$ cat config.mk
export PLATFORM = sky130hd
export DESIGN_NAME = pmic_power_state_control
export DESIGN_NICKNAME = d
export VERILOG_FILES = /design/src/logic/pmic_pkg.sv /design/src/logic/pmic_power_state_control.sv /design/src/logic/serial_reg_slave.sv
export SDC_FILE = /design/constraint.sdc
export NUM_CORES = 1
export LEC_CHECK = 0
export BUFFER_PORTS_ARGS = -buffer_cell sky130_fd_sc_hd__buf_2
export CAP_MARGIN = 10
export CORE_MARGIN = 2
export CORE_UTILIZATION = 62
export CTS_BUF_LIST = sky130_fd_sc_hd__clkbuf_8
export CTS_CLUSTER_SIZE = 16
export DETAILED_ROUTE_END_ITERATION = 10
export PLACE_DENSITY = 0.82
export SYNTH_ARGS = -nofsm -noshare
export SYNTH_HDL_FRONTEND = slang
export SYNTH_HIERARCHICAL = 1
export SYNTH_SLANG_ARGS = --single-unit
$ cat constraint.sdc
create_clock -name clk -period 3.1 [get_ports clk]
set_clock_uncertainty 0.2 [all_clocks]
set_input_delay 0.465 -clock clk [delete_from_list [all_inputs] [get_ports clk]]
set_output_delay 0.465 -clock clk [all_outputs]
set_load 0.01 [all_outputs]
$ cat src/logic/pmic_pkg.sv
// Shared constants and types for the power-state controller
package pmic_pkg;

    // ****************************************************************
    // Clocking and timing
    // ****************************************************************
    localparam int CLK_HZ = 50_000_000;
    localparam int SLOW_HZ = 32_768;
    localparam int TICK_DIV = CLK_HZ / SLOW_HZ;
    localparam int DIV_W = 11;
    localparam logic [DIV_W-1:0] TICK_LAST = DIV_W'(TICK_DIV - 1);
    localparam int TW = 20;

    localparam int HOLD_SHORT_S = 8;
    localparam int HOLD_LONG_S = 15;
    localparam int WAIT_REQ_S = 20;
    localparam int SEQ_DOWN_MS = 500;
    localparam int BTN_DB_MS = 50;
    localparam int CHG_DB_MS = 10;
    localparam int WAKE_PULSE_TICKS = 5;

    // Least times round up to whole slow ticks
    localparam logic [TW-1:0] BTN_DB_TICKS =
        TW'((BTN_DB_MS * SLOW_HZ + 999) / 1000);
    localparam logic [TW-1:0] CHG_DB_TICKS =
        TW'((CHG_DB_MS * SLOW_HZ + 999) / 1000);
    localparam logic [2:0] WAKE_TICKS = 3'(WAKE_PULSE_TICKS);

    // ****************************************************************
    // Synchroniser slots
    // ****************************************************************
    localparam int NSYNC = 9;
    localparam int SI_BTN = 0;
    localparam int SI_CHG = 1;
    localparam int SI_PREQ = 2;
    localparam int SI_PFS = 3;
    localparam int SI_RGOOD = 4;
    localparam int SI_OTEMP = 5;
    localparam int SI_BIAS = 6;
    localparam int SI_SCL = 7;
    localparam int SI_SDA = 8;

    // ****************************************************************
    // Interrupt flags and serial interface
    // ****************************************************************
    localparam int IRQ_W = 4;
    localparam int IRQ_BTN = 0;
    localparam int IRQ_CHG = 1;
    localparam int IRQ_RAIL = 2;
    localparam int IRQ_TEMP = 3;
    localparam logic [7:0] IRQ_REG_ADDR = 8'h01;
    localparam logic [6:0] SLAVE_ADDR = 7'h24;
    localparam logic [3:0] BYTE_BITS = 4'h8;

    typedef enum logic [2:0] {
        ST_OFF,
        ST_WAIT_REQ,
        ST_ACTIVE,
        ST_SEQ_DOWN,
        ST_SUSPEND,
        ST_RESET_SEQ,
        ST_RECOVERY
    } power_state_t;

    typedef enum logic [2:0] {
        I_IDLE,
        I_ADDR,
        I_REG,
        I_WR,
        I_RD,
        I_ACK,
        I_RACK
    } i2c_state_t;

endpackage

$ cat src/logic/pmic_power_state_control.sv
// Power-state controller top
`timescale 1ns/1ps

// Behaviour
// - Active: button fall pulses wake five ticks
// - Long button hold drops main rails, recovery
// - Restart after 500 ms; a hold firing during the wait restarts the 500 ms
// - Continued hold repeats reset every interval
// - Charger falling edge or tied low wakes
// - Debounce button 50 ms, charger 10 ms
// - Active: button change interrupt, level status
// - Active: charger change interrupt, level status
// - Any event sets flag, pulls interrupt low
// - Reading interrupt register clears, releases pin
// - Persisting fault re-asserts within 32 us
// - Masks gate pin only, not flags
// - Slave address 0x24, register auto-increment
// - Acknowledge address, register, data bytes
// - Write completes on each data word
// - Off: rails off, registers default, bus off
// - Leave off on bias good plus wake
// - Off on power fail, or request low with all rails sequenced
// - Wake: rails on, wake low, 20 s timeout
// - Request low: sequence down, suspend, reset regs
// - Suspend returns active on request, to wake state on wake
// - Reset/fault: main rails off, backup on, recover when overtemp clear
// - Button change interrupt has own mask
module pmic_power_state_control
    import pmic_pkg::*;
#(
    parameter logic [TW-1:0] HOLD_SHORT_TICKS = TW'(HOLD_SHORT_S * SLOW_HZ),
    parameter logic [TW-1:0] HOLD_LONG_TICKS = TW'(HOLD_LONG_S * SLOW_HZ),
    parameter logic [TW-1:0] WAIT_REQ_TICKS = TW'(WAIT_REQ_S * SLOW_HZ),
    parameter logic [TW-1:0] SEQ_DOWN_TICKS =
        TW'(SEQ_DOWN_MS * SLOW_HZ / 1000)
)
(
    // Clock and reset
    input wire logic clk,
    input wire logic rst_n,
    // Pins from outside the clock domain
    input wire logic push_button_pin,
    input wire logic charger_detect_in,
    input wire logic power_request_in,
    input wire logic powerfail_sense,
    input wire logic rail_good,
    input wire logic overtemp_fault,
    input wire logic bias_ok,
    // Configuration bits
    input wire logic long_hold_select,
    input wire logic powerfail_off_enable,
    input wire logic all_rails_sequenced,
    input wire logic button_irq_mask,
    input wire logic charger_irq_mask,
    // Serial bus
    input wire logic scl_in,
    input wire logic sda_in,
    output logic sda_out,
    output logic sda_oe,
    // Open-drain outputs
    output logic host_wake_out_n,
    output logic host_wake_oe,
    output logic irq_out_n,
    output logic irq_oe,
    // Rails and status
    output logic seq_rails_en,
    output logic unseq_rails_en,
    output logic backup_rails_en,
    output logic regs_default,
    output logic button_level_flag,
    output logic charger_level_flag,
    output logic [IRQ_W-1:0] irq_flags,
    output power_state_t power_state,
    // Register access toward the rest of the device
    input wire logic [7:0] ext_rdata,
    output logic [7:0] reg_rd_ptr,
    output logic [7:0] reg_addr,
    output logic [7:0] reg_wdata,
    output logic reg_wr_strobe,
    output logic reg_rd_strobe
);

    // ****************************************************************
    // Input synchronisers and slow tick
    // ****************************************************************
    logic [NSYNC-1:0] raw;
    logic [NSYNC-1:0] meta;
    logic [NSYNC-1:0] sync;
    logic [NSYNC-1:0] sync_d;
    logic [DIV_W-1:0] div_cnt;
    logic tick;

    assign raw = {sda_in, scl_in, bias_ok, overtemp_fault, rail_good,
                  powerfail_sense, power_request_in, charger_detect_in,
                  push_button_pin};

    generate
        for (genvar i = 0; i < NSYNC; i++)
        begin : g_sync
            always_ff @(posedge clk)
            begin
                if (!rst_n)
                begin
                    {sync_d[i], sync[i], meta[i]} <= 3'h0;
                end
                else
                begin
                    {sync_d[i], sync[i], meta[i]} <=
                        {sync[i], meta[i], raw[i]};
                end
            end
        end
    endgenerate

    always_ff @(posedge clk)
    begin
        if (!rst_n || div_cnt == TICK_LAST)
            div_cnt <= '0;
        else
            div_cnt <= div_cnt + DIV_W'(1);
    end

    assign tick = (div_cnt == TICK_LAST);

    // ****************************************************************
    // Debounce and hold timing
    // ****************************************************************
    function automatic logic [TW-1:0] db_step(input logic [TW-1:0] cnt,
        input logic low, input logic [TW-1:0] limit);
        logic [TW-1:0] r;
        r = cnt;
        if (!low)
            r = '0;
        else if (tick && cnt != limit)
            r = cnt + TW'(1);
        return r;
    endfunction

    logic [TW-1:0] btn_db_cnt;
    logic [TW-1:0] chg_db_cnt;
    logic btn_db;
    logic chg_db;
    logic btn_db_d;
    logic chg_db_d;
    logic wake_ev;
    logic [TW-1:0] hold_cnt;
    logic [TW-1:0] hold_limit;
    logic hold_fire;
    logic btn_fall;

    assign btn_db = (btn_db_cnt == BTN_DB_TICKS);
    assign chg_db = (chg_db_cnt == CHG_DB_TICKS);
    // A charger tied low debounces once after reset and wakes the part
    assign wake_ev = (btn_db && !btn_db_d) || (chg_db && !chg_db_d)
                     || sync[SI_PREQ];
    assign hold_limit = long_hold_select ? HOLD_LONG_TICKS
                                         : HOLD_SHORT_TICKS;
    assign hold_fire = tick && hold_cnt >= hold_limit - TW'(1);
    assign btn_fall = sync_d[SI_BTN] && !sync[SI_BTN];

    always_ff @(posedge clk)
    begin
        if (!rst_n)
        begin
            btn_db_cnt <= '0;
            chg_db_cnt <= '0;
            btn_db_d <= 1'b0;
            chg_db_d <= 1'b0;
        end
        else
        begin
            btn_db_cnt <= db_step(btn_db_cnt, !sync[SI_BTN],
                                  BTN_DB_TICKS);
            chg_db_cnt <= db_step(chg_db_cnt, !sync[SI_CHG],
                                  CHG_DB_TICKS);
            btn_db_d <= btn_db;
            chg_db_d <= chg_db;
        end
    end

    // Restarts after each firing so a stuck button keeps cycling
    always_ff @(posedge clk)
    begin
        if (!rst_n || sync[SI_BTN] || power_state == ST_OFF || hold_fire)
            hold_cnt <= '0;
        else if (tick)
            hold_cnt <= hold_cnt + TW'(1);
    end

    // ****************************************************************
    // Power-state sequencing
    // ****************************************************************
    power_state_t next_state;
    logic [TW-1:0] stimer;
    logic down_to_off;
    logic pf_off;
    logic fault;

    assign pf_off = powerfail_off_enable && !sync[SI_PFS];
    assign fault = !sync[SI_RGOOD] || sync[SI_OTEMP];

    always_comb
    begin
        next_state = power_state;
        case (power_state)
            ST_OFF:
                if (sync[SI_BIAS] && wake_ev)
                    next_state = ST_WAIT_REQ;
            ST_WAIT_REQ:
                if (hold_fire)
                    next_state = ST_RESET_SEQ;
                else if (pf_off)
                    next_state = ST_SEQ_DOWN;
                else if (sync[SI_PREQ])
                    next_state = ST_ACTIVE;
                else if (tick && stimer >= WAIT_REQ_TICKS - TW'(1))
                    next_state = ST_OFF;
            ST_ACTIVE:
                if (hold_fire || fault)
                    next_state = ST_RESET_SEQ;
                else if (pf_off || !sync[SI_PREQ])
                    next_state = ST_SEQ_DOWN;
            ST_SEQ_DOWN:
                if (tick && stimer >= SEQ_DOWN_TICKS - TW'(1))
                    next_state = down_to_off ? ST_OFF : ST_SUSPEND;
            ST_SUSPEND:
                if (pf_off)
                    next_state = ST_SEQ_DOWN;
                else if (sync[SI_PREQ])
                    next_state = ST_ACTIVE;
                else if (wake_ev)
                    next_state = ST_WAIT_REQ;
            ST_RESET_SEQ:
                if (tick && stimer >= SEQ_DOWN_TICKS - TW'(1))
                    next_state = ST_RECOVERY;
            ST_RECOVERY:
                if (hold_fire)
                    next_state = ST_RESET_SEQ;
                else if (!sync[SI_OTEMP])
                    next_state = ST_ACTIVE;
            default:
                next_state = ST_OFF;
        endcase
    end

    always_ff @(posedge clk)
    begin
        if (!rst_n)
            power_state <= ST_OFF;
        else
            power_state <= next_state;
    end

    always_ff @(posedge clk)
    begin
        if (!rst_n || next_state != power_state
            || (power_state == ST_RESET_SEQ && hold_fire))
            stimer <= '0;
        else if (tick)
            stimer <= stimer + TW'(1);
    end

    always_ff @(posedge clk)
    begin
        if (!rst_n)
            down_to_off <= 1'b0;
        else if (next_state == ST_SEQ_DOWN && power_state != ST_SEQ_DOWN)
            down_to_off <= all_rails_sequenced || pf_off;
    end

    // ****************************************************************
    // Rails and register defaults
    // ****************************************************************
    always_ff @(posedge clk)
    begin
        if (!rst_n)
        begin
            seq_rails_en <= 1'b0;
            unseq_rails_en <= 1'b0;
            backup_rails_en <= 1'b0;
            regs_default <= 1'b1;
        end
        else
        begin
            seq_rails_en <= power_state == ST_WAIT_REQ
                            || power_state == ST_ACTIVE;
            case (power_state)
                ST_WAIT_REQ, ST_ACTIVE:
                    unseq_rails_en <= 1'b1;
                ST_SEQ_DOWN:
                    unseq_rails_en <= unseq_rails_en && !down_to_off;
                ST_SUSPEND:
                    unseq_rails_en <= unseq_rails_en;
                default:
                    unseq_rails_en <= 1'b0;
            endcase
            backup_rails_en <= power_state != ST_OFF;
            regs_default <= power_state == ST_OFF
                || power_state == ST_RESET_SEQ
                || (power_state == ST_SEQ_DOWN
                    && next_state == ST_SUSPEND);
        end
    end

    // ****************************************************************
    // Wake pin
    // ****************************************************************
    logic [2:0] wake_cnt;

    always_ff @(posedge clk)
    begin
        if (!rst_n || power_state != ST_ACTIVE)
            wake_cnt <= '0;
        else if (btn_fall)
            wake_cnt <= WAKE_TICKS;
        else if (tick && wake_cnt != 3'h0)
            wake_cnt <= wake_cnt - 3'h1;
    end

    always_ff @(posedge clk)
    begin
        if (!rst_n)
        begin
            host_wake_out_n <= 1'b1;
            host_wake_oe <= 1'b0;
        end
        else
        begin
            // Held low until the host raises its power request
            host_wake_oe <= (power_state == ST_WAIT_REQ
                             && !sync[SI_PREQ])
                            || wake_cnt != 3'h0;
            host_wake_out_n <= 1'b0;
        end
    end

    // ****************************************************************
    // Interrupt flags and pin
    // ****************************************************************
    logic [IRQ_W-1:0] irq_set;
    logic [IRQ_W-1:0] irq_mask_vec;
    logic irq_read;
    logic active;
    logic [7:0] rdata;

    assign active = power_state == ST_ACTIVE;
    always_comb
    begin
        irq_set = '0;
        irq_set[IRQ_BTN] = active && (sync[SI_BTN] != sync_d[SI_BTN]);
        irq_set[IRQ_CHG] = active && (sync[SI_CHG] != sync_d[SI_CHG]);
        irq_set[IRQ_RAIL] = active && !sync[SI_RGOOD];
        irq_set[IRQ_TEMP] = power_state != ST_OFF && sync[SI_OTEMP];
        irq_mask_vec = '0;
        irq_mask_vec[IRQ_BTN] = button_irq_mask;
        irq_mask_vec[IRQ_CHG] = charger_irq_mask;
    end

    assign irq_read = reg_rd_strobe && reg_addr == IRQ_REG_ADDR;
    assign rdata = (reg_rd_ptr == IRQ_REG_ADDR) ? 8'(irq_flags) : ext_rdata;

    // Set wins over the read-clear, so a lasting fault stays flagged
    always_ff @(posedge clk)
    begin
        if (!rst_n || power_state == ST_OFF)
            irq_flags <= '0;
        else
            irq_flags <= (irq_flags & ~{IRQ_W{irq_read}})
                         | irq_set;
    end

    always_ff @(posedge clk)
    begin
        if (!rst_n)
        begin
            irq_out_n <= 1'b1;
            irq_oe <= 1'b0;
        end
        else
        begin
            irq_out_n <= 1'b0;
            irq_oe <= |(irq_flags & ~irq_mask_vec);
        end
    end

    always_ff @(posedge clk)
    begin
        if (!rst_n)
        begin
            button_level_flag <= 1'b0;
            charger_level_flag <= 1'b0;
            sda_out <= 1'b0;
        end
        else
        begin
            button_level_flag <= sync[SI_BTN];
            charger_level_flag <= sync[SI_CHG];
            sda_out <= 1'b0;
        end
    end

    // ****************************************************************
    // Register slave
    // ****************************************************************
    serial_reg_slave u_slave (
        .clk(clk),
        .rst_n(rst_n),
        .enable(power_state != ST_OFF),
        .scl(sync[SI_SCL]),
        .sda(sync[SI_SDA]),
        .sda_oe(sda_oe),
        .rdata(rdata),
        .ptr(reg_rd_ptr),
        .acc_addr(reg_addr),
        .wdata(reg_wdata),
        .wr_pulse(reg_wr_strobe),
        .rd_pulse(reg_rd_strobe)
    );

endmodule // pmic_power_state_control

$ cat src/logic/serial_reg_slave.sv
// Two-wire register slave with address auto-increment
`timescale 1ns/1ps

module serial_reg_slave
    import pmic_pkg::*;
(
    // Clock and reset
    input wire logic clk,
    input wire logic rst_n,
    // Control
    input wire logic enable,
    // Synchronised bus lines
    input wire logic scl,
    input wire logic sda,
    output logic sda_oe,
    // Register access
    input wire logic [7:0] rdata,
    output logic [7:0] ptr,
    output logic [7:0] acc_addr,
    output logic [7:0] wdata,
    output logic wr_pulse,
    output logic rd_pulse
);

    logic scl_d;
    logic sda_d;
    logic [7:0] shreg;
    logic [3:0] bitcnt;
    i2c_state_t st;
    i2c_state_t nxt;
    logic start_c;
    logic stop_c;
    logic rise;
    logic fall;

    assign start_c = scl && scl_d && sda_d && !sda;
    assign stop_c = scl && scl_d && !sda_d && sda;
    assign rise = scl && !scl_d;
    assign fall = !scl && scl_d;

    always_ff @(posedge clk)
    begin
        if (!rst_n)
        begin
            scl_d <= 1'b1;
            sda_d <= 1'b1;
        end
        else
        begin
            scl_d <= scl;
            sda_d <= sda;
        end
    end

    always_ff @(posedge clk)
    begin
        if (!rst_n || !enable || stop_c)
        begin
            st <= I_IDLE;
            nxt <= I_IDLE;
            sda_oe <= 1'b0;
            bitcnt <= '0;
            shreg <= '0;
            wr_pulse <= 1'b0;
            rd_pulse <= 1'b0;
            if (!rst_n || !enable)
            begin
                ptr <= '0;
                acc_addr <= '0;
                wdata <= '0;
            end
        end
        else if (start_c)
        begin
            st <= I_ADDR;
            sda_oe <= 1'b0;
            bitcnt <= '0;
            wr_pulse <= 1'b0;
            rd_pulse <= 1'b0;
        end
        else
        begin
            wr_pulse <= 1'b0;
            rd_pulse <= 1'b0;
            if (rise)
            begin
                if (st == I_ADDR || st == I_REG || st == I_WR)
                begin
                    shreg <= {shreg[6:0], sda};
                    bitcnt <= bitcnt + 4'h1;
                end
                else if (st == I_RACK)
                begin
                    // A not-acknowledge ends the read burst
                    st <= sda ? I_IDLE : I_ACK;
                    nxt <= I_RD;
                end
            end
            else if (fall)
            begin
                case (st)
                    I_ADDR, I_REG, I_WR:
                    begin
                        if (bitcnt == BYTE_BITS)
                        begin
                            bitcnt <= '0;
                            sda_oe <= 1'b1;
                            st <= I_ACK;
                            if (st == I_ADDR)
                            begin
                                if (shreg[7:1] != SLAVE_ADDR)
                                begin
                                    sda_oe <= 1'b0;
                                    st <= I_IDLE;
                                end
                                nxt <= shreg[0] ? I_RD : I_REG;
                            end
                            else if (st == I_REG)
                            begin
                                ptr <= shreg;
                                nxt <= I_WR;
                            end
                            else
                            begin
                                // Each data word completes a write
                                wdata <= shreg;
                                acc_addr <= ptr;
                                ptr <= ptr + 8'h01;
                                wr_pulse <= 1'b1;
                                nxt <= I_WR;
                            end
                        end
                    end
                    I_ACK:
                    begin
                        sda_oe <= 1'b0;
                        st <= nxt;
                        if (nxt == I_RD)
                        begin
                            sda_oe <= !rdata[7];
                            shreg <= {rdata[6:0], 1'b0};
                            bitcnt <= 4'h1;
                            acc_addr <= ptr;
                            ptr <= ptr + 8'h01;
                            rd_pulse <= 1'b1;
                        end
                    end
                    I_RD:
                    begin
                        if (bitcnt == BYTE_BITS)
                        begin
                            sda_oe <= 1'b0;
                            st <= I_RACK;
                        end
                        else
                        begin
                            sda_oe <= !shreg[7];
                            shreg <= {shreg[6:0], 1'b0};
                            bitcnt <= bitcnt + 4'h1;
                        end
                    end
                    default:
                    begin
                    end
                endcase
            end
        end
    end

endmodule // serial_reg_slave

==> results of run 1 <==
-- cell families (layout without fill, tap and decap cells) --
family,after synthesis,in the layout
fa+ha+maj,18,18
simple gates,466,466
mux,14,14
buf+inv,64,158
compound gates,117,117
flops,178,178
xor+xnor,88,88
other cells,1,1
-- worst min-delay path by stage --
| stage | startpoint | endpoint | slack [ps] | cells after the start |
|---|---|---|---|---|
| after floorplan | meta[0]$_SDFF_PN0_ | sync[0]$_SDFF_PN0_ | 210 | 1 |
| after global placement | meta[1]$_SDFF_PN0_ | sync[1]$_SDFF_PN0_ | 220 | 1 |
| after detailed placement | meta[7]$_SDFF_PN0_ | sync[7]$_SDFF_PN0_ | 220 | 1 |
| after CTS | charger_irq_mask | irq_oe$_SDFF_PN0_ | 20 | 3 |
| after global routing | charger_irq_mask | irq_oe$_SDFF_PN0_ | 20 | 3 |
| final | charger_irq_mask | irq_oe$_SDFF_PN0_ | 40 | 3 |
-- Yosys cell counts (all sizes together), types with 3 or more instances --
library cell,number
o211ai,4
nor4,29
nor2,127
or3,12
xnor2,38
and3,15
edfxtp,24
a211oi,10
mux2i,10
nand2,81
clkbuf,25
nand2b,7
o31ai,4
nand4,23
nor3,30
inv,27
nor2b,14
dfxtp,154
or4,3
and3b,3
a21oi,29
o21a,3
buf,12
ha,18
xor2,50
a31oi,8
a21o,9
o21ai,25
nand3,38
mux2,4
and4,8
a2111oi,3
nor3b,8
nor4b,10
and2,45
-- sequential cells by signal (all words and copies together) (netlist names), 9 cells and up --
register	count
hold_cnt	20
stimer	20
chg_db_cnt	20
meta	9
sync	9
div_cnt	11
btn_db_cnt	20
-- through the flow --
| stage | util | setup TNS [ps] | instances | setup slack [ps] |
|---|---|---|---|---|
| 2_1_floorplan | - | 0 | 946 | 410 |
| 3_3_place_gp | 0.671 | 0 | 1179 | 55.3 |
| 3_5_place_dp | 0.671 | -5.41 | 1179 | -5.41 |
| 4_1_cts | 0.708 | 0 | 1220 | 225 |
| 5_1_grt | 0.710 | 0 | 1220 | 66.9 |
| 6_report | 0.710 | 0 | 1220 | 282 |
-- worst max-delay path: cells and delay by family (launching register included) --
family	cells	cell delay, ps
and+or+nand+nor	4	1250
DFF	1	350
AOI/OAI and AO/OA	2	540
adders and majority gates	1	140
buffers and inverters	2	270
-- what timing repair did --
item / CTS / global route
resized for setup: 0 / 4
endpoints found under the setup margin: 0 / 7
hold endpoints to repair: 9 / 0
hold buffers: 9 / 0
setup buffers: 0 / 0
-- layout make-up --
class | instances | share of cell area
inverters | 27 | 0.0104
multi-input cells | 704 | 0.469
flip-flops and latches | 178 | 0.390
repair buffers | 99 | 0.0643
well taps | 180 | 0.0231
clock buffers | 17 | 0.0240
clock inverters | 15 | 0.0191
-- routing by layer --
layer | wire [um] | vias up | GRT usage
li1 | - | 3500 | -
met1 | 8420 | 3314 | 0.333
met2 | 8940 | 200 | 0.441
met3 | 936 | 32 | 0.0623
met4 | 298 | 0 | 0.0862
met5 | 0 | - | 0
-- where the power goes --
group          internal (mW)  leakage (nW)  switching (mW)
Clock                  0.755         0.209           0.909
Combinational          0.553          2.05           0.875
Sequential              2.57          1.52           0.150
Total                   3.87          3.77            1.93
==> flow_summary_export.csv, run 1 <==
group,metric,value,unit
clocking,cts_inserted_buffers,17,
global_routing,grt_pass1_vias,6576,
logic_synthesis,syn_avg_cell_area,9.08,um^2
global_routing,grt_usage,0.262,
die,design.die.area,0.0148,mm^2
logic_synthesis,ys_types,71,
sta,hold_slack,40.7,ps
clocking,root_buffer,"clkbuf_8",
place,dp_hpwl,13400,um
worst_setup_path,worst-path-max-fanout,12,
die,num_io_pins,69,
logic_synthesis,synthXorXnorAreaFrac,0.0897,
logic_synthesis,synth.top_cell.area_share,0.359,
layout,n_fill_cell,1073,
worst_setup_path,cp-end-kind,"flop",
clocking,htree_levels,4,
worst_setup_path,ff2ff_path_depth,9,
worst_setup_path,critPathMaxStageDelay,480,ps
layout,num_antenna_cells,0,
logic_synthesis,synth-edff-count,24,
clocking,cts_tree,"built",
power_and_ir_drop,leakagePower,3.77,nW
sta,setup_viol,0,
power_and_ir_drop,vdd_drop_max,0.413,mV
worst_setup_path,path_class,"flop to flop",
logic_synthesis,yosys_most_used_dff,"dfxtp_1",
sta,relSlewSlack,0.219,
logic_synthesis,synth_seq_cells,178,
logic_synthesis,synth_compound_area_frac,0.0919,
sta,hold_viol_final,0,
worst_setup_path,worstPathArrival,3000,ps
worst_setup_path,rrSetupSlack,280,ps
sta,slew_viol_final,0,
detailed_routing,route.detailed.drc,0,
sta,timing.final.crit_share,0.909,
outcome,status,"complete, no violations",
worst_setup_path,startpoint,"div_cnt[0]$_SDFF_PP0_",
clocking,insertion_delay,470,ps
worst_setup_path,r2r-end,"stimer[11]$_SDFFE_PP0P_",
logic_synthesis,synth_warnings,6,
worst_setup_path,cp_cell_sequence,"inv_1 > ha_1 > nand4bb_1 > or3_1 > a222oi_1 > nor4b_4 > o21ai_2 > buf_6 > nor4_2",
layout,nNetsFinal,1069,
clocking,cts.clk_slew.worst_paths,100,ps
sta,layout_min_cycle_time,2820,ps
layout,seqCellArea,0.00380,mm^2
layout,area_delta_synth_final,13.5,%
logic_synthesis,syn-num-nets,988,
layout,layout_commonest_cell,"dfxtp_1",
sta,timing.fmax,355,MHz
place,dpl_cell_area,0.00921,mm^2
layout,multi_input_area,0.00457,mm^2
logic_synthesis,synth_top_family_by_area,"simple AND/OR/NAND/NOR gates",
detailed_routing,antenna_left,0,
logic_synthesis,synth_area_leaders,"dfxtp_1 (36%), edfxtp_1 (8.4%), nor2_1 (5.6%)",
detailed_routing,via_count,7046,
layout,final_area,0.00974,mm^2
flow_run,max_cap_violations,0,
power_and_ir_drop,powerDensity,596,mW/mm^2
die,core,0.0137,mm^2
place,gp_congestion,0.888,
layout,drive_gt1_frac,0.159,
logic_synthesis,netlist_instances,946,
global_routing,grt_max_degree,33,
logic_synthesis,async_flop_share,0,
global_routing,grt_pass1_wl,31200,um
die,start_util,0.626,
logic_synthesis,ys_seq_area_frac,0.443,
logic_synthesis,yosysTopAreaCell,"dfxtp_1",
die,die_width,122,um
worst_setup_path,worstSetupStartpointType,"flop",
die,die_h,122,um
power_and_ir_drop,power,5.81,mW
logic_synthesis,synth_area,0.00859,mm^2
clocking,clock_path_buffers,2,
worst_setup_path,crit_required,3280,ps
worst_setup_path,rr_startpoint,"div_cnt[0]$_SDFF_PP0_",
detailed_routing,routed_via_density,5.78,
place,port-buffer-count,67,
detailed_routing,drt_pass1_iterations,5,
layout,layout_common_cells,"dfxtp_1 (154), nor2_1 (127), nand2_1 (81), buf_2 (67), xor2_1 (50)",
worst_setup_path,critPathSlowestCell,"or3_1",
global_routing,gr-total-overflow,0,
logic_synthesis,synthSimpleGateAreaFrac,0.301,
detailed_routing,wire_per_inst,15.2,um
detailed_routing,drtIter0Drc,710,
worst_setup_path,crit_end,"stimer[11]$_SDFFE_PP0P_",
logic_synthesis,synth_mux_area_frac,0.0169,
hold_path,hold_path_class,"primary input to flop",
die,num_rows,43,
clocking,cts_sinks,178,
sta,worst_slew_pin_slew,1170,ps
sta,rsz0062_at_grt,"false",
logic_synthesis,synth_fa_ha_area_frac,0.0262,
global_routing,antenna_found_initial,0,
detailed_routing,drt-total-wl,18600,um
Note: power is estimated with default switching activity, not from simulation.
==> inputs of run 2 (changes only) <==
--- a/config.mk
+++ b/config.mk
@@ -8,11 +8,11 @@
 export BUFFER_PORTS_ARGS = -buffer_cell sky130_fd_sc_hd__buf_2
 export CAP_MARGIN = 10
 export CORE_MARGIN = 2
-export CORE_UTILIZATION = 62
+export CORE_UTILIZATION = 54
 export CTS_BUF_LIST = sky130_fd_sc_hd__clkbuf_8
 export CTS_CLUSTER_SIZE = 16
 export DETAILED_ROUTE_END_ITERATION = 10
-export PLACE_DENSITY = 0.82
+export PLACE_DENSITY = 0.73
 export SYNTH_ARGS = -nofsm -noshare
 export SYNTH_HDL_FRONTEND = slang
 export SYNTH_HIERARCHICAL = 1
==> run 2 against run 1 <==
Final cell count up 2.6%. Non-clock buffer count fell by 4. Design area rose by 0.28%. Routed wire length increased by 3.9%. Critical endpoint is now stimer[0]$_SDFFE_PP0P_.
==> flow_summary_export.csv, run 2 (synthesis results as in run 1) <==
group,metric,value,unit
outcome,status,"complete, no violations",
detailed_routing,drtIter0Drc,507,
power_and_ir_drop,vdd_drop_max,0.361,mV
global_routing,gr-total-overflow,0,
power_and_ir_drop,power.switching,1.86,mW
place,port-buffer-count,67,
clocking,cts_tree,"built",
die,die_width,130,um
detailed_routing,route.detailed.drc,0,
sta,rsz0062_at_grt,"false",
sta,relSlewSlack,0.459,
sta,timing.final.crit_share,0.933,
place,dp_hpwl,13600,um
worst_setup_path,worst-path-max-fanout,20,
clocking,cts_inserted_buffers,17,
global_routing,grt_pass1_vias,6566,
die,design.die.area,0.0169,mm^2
layout,num_antenna_cells,0,
power_and_ir_drop,comb_power_share,0.239,
global_routing,grt_pass1_wl,31600,um
power_and_ir_drop,powerDensity,604,mW/mm^2
hold_path,hold_path_startpoint,"overtemp_fault",
power_and_ir_drop,power_frac_clock,0.301,
detailed_routing,via_count,7061,
worst_setup_path,worstPathArrival,3060,ps
worst_setup_path,cp_top_family,"compound AO/OA/AOI/OAI gates",
clocking,htree_levels,4,
global_routing,grt_usage,0.235,
detailed_routing,wire_per_inst,15.4,um
die,start_util,0.547,
clocking,insertion_delay,460,ps
hold_path,hold_depth,2,
power_and_ir_drop,leakagePower,3.76,nW
worst_setup_path,cp_cell_sequence,"ha_1 > and3_1 > a211o_1 > a31oi_1 > nand2b_1 > o2111ai_1 > mux2i_2 > buf_12 > nor4_2",
layout,n_fill_cell,1343,
detailed_routing,drt_pass1_iterations,5,
worst_setup_path,worstSetupStartpointType,"flop",
worst_setup_path,critPathMaxStageDelay,390,ps
global_routing,grt_max_degree,33,
hold_path,holdPathEnd,"meta[5]$_SDFF_PN0_",
worst_setup_path,critPathSlowestCell,"dfxtp_1",
sta,timing.fmax,346,MHz
layout,area_delta_synth_final,13.8,%
layout,stdcell_count,1252,
die,num_rows,46,
worst_setup_path,rrSetupSlack,210,ps
layout,nNetsFinal,1065,
sta,setup_viol,0,
die,die_h,130,um
layout,drive_gt1_frac,0.158,
clocking,cts.clk_slew.worst_paths,90,ps
worst_setup_path,ff2ff_path_depth,9,
flow_run,max_cap_violations,0,
sta,hold_slack,19.1,ps
global_routing,antenna_found_initial,0,
worst_setup_path,rr_startpoint,"hold_cnt[18]$_SDFFE_PP0P_",
worst_setup_path,critPathBufInv,1,
worst_setup_path,crit_required,3270,ps
detailed_routing,routed_via_density,5.64,
worst_setup_path,r2r-end,"stimer[0]$_SDFFE_PP0P_",
sta,slew_viol_final,0,
worst_setup_path,cp-end-kind,"flop",
detailed_routing,drt-total-wl,19300,um
power_and_ir_drop,switching_share,0.314,
layout,layout_commonest_cell,"dfxtp_1",
worst_setup_path,crit_cells,9,
die,num_io_pins,69,
clocking,root_buffer,"clkbuf_8",
clocking,clock_path_buffers,2,
clocking,cts_sinks,178,
hold_path,hold_path_class,"primary input to flop",
die,core,0.0157,mm^2
sta,finalSetupTns,0,ps
detailed_routing,antenna_left,0,
power_and_ir_drop,p_seq_frac,0.460,
place,gp_congestion,0.966,
power_and_ir_drop,internal-power,4.05,mW
worst_setup_path,path_class,"flop to flop",
sta,layout_min_cycle_time,2890,ps
sta,hold_viol_final,0,
layout,layout_common_cells,"dfxtp_1 (154), nor2_1 (127), nand2_1 (81), buf_2 (67), xor2_1 (50)",
place,placed_cells,1214,
sta,worst_slew_pin_slew,799,ps
[run 2: worst reg2reg max path: stages, from the launching register on]
cell and delay [ps]:
dfxtp_1 390, ha_1 260, and3_1 210, a211o_1 330, a31oi_1 350, nand2b_1 210
o2111ai_1 230, mux2i_2 230, buf_12 190, nor4_2 230
[run 2: stage by stage]
step                cell area [um^2]  total power, mW  setup slack, ps   util
floorplan                       8590             3.61              410      -
global placement                9240             4.15             68.5  0.588
detailed placement              9240             4.15             4.46  0.588
CTS                             9740             5.94              198  0.620
global route                    9770             6.19             21.0  0.622
finish                          9770             5.90              207  0.622
[run 2: cell type report]
type                    count  area [um^2]  share of cell area
clock buffers              17          234              0.0239
flip-flops and latches    178         3800               0.389
well taps                 216          270              0.0277
repair buffers             95          587              0.0601
inverters                  27          101              0.0104
multi-input cells         704         4560               0.467
clock inverters            15          214              0.0219
[run 2: worst max-delay path by stage]
stage	start	to	slack, ps
after floorplan	power_state[0]$_SDFF_PN0_	u_slave/acc_addr[0]$_SDFFCE_PP0P_	410
after global placement	long_hold_select	stimer[10]$_SDFFE_PP0P_	70
after detailed placement	long_hold_select	stimer[15]$_SDFFE_PP0P_	4
after CTS	div_cnt[0]$_SDFF_PP0_	stimer[15]$_SDFFE_PP0P_	200
after global routing	hold_cnt[15]$_SDFFE_PP0P_	stimer[14]$_SDFFE_PP0P_	20
final	hold_cnt[18]$_SDFFE_PP0P_	stimer[0]$_SDFFE_PP0P_	210
[run 2: power groups by stage]
stage	sequential [mW]	combinational (mW)	clock (mW)
after floorplan	2.80	0.804	0
after global placement	2.77	1.38	0
after detailed placement	2.77	1.39	0
after CTS	2.71	1.40	1.82
after global routing	2.74	1.54	1.91
final	2.72	1.41	1.78
[run 2: timing repair]
action	CTS	global route
endpoints found under the hold margin	5	0
buffers inserted	0	0
hold buffers	5	0
endpoints found under the setup margin	0	2
gates resized for setup	0	3
[run 2: routing by layer]
layer	part of all wire	up-vias	track usage
met1	0.47	3347	0.326
met2	0.46	209	0.369
li1	-	3478	-
met5	0	-	0
met4	0.017	0	0.0822
met3	0.055	27	0.0426
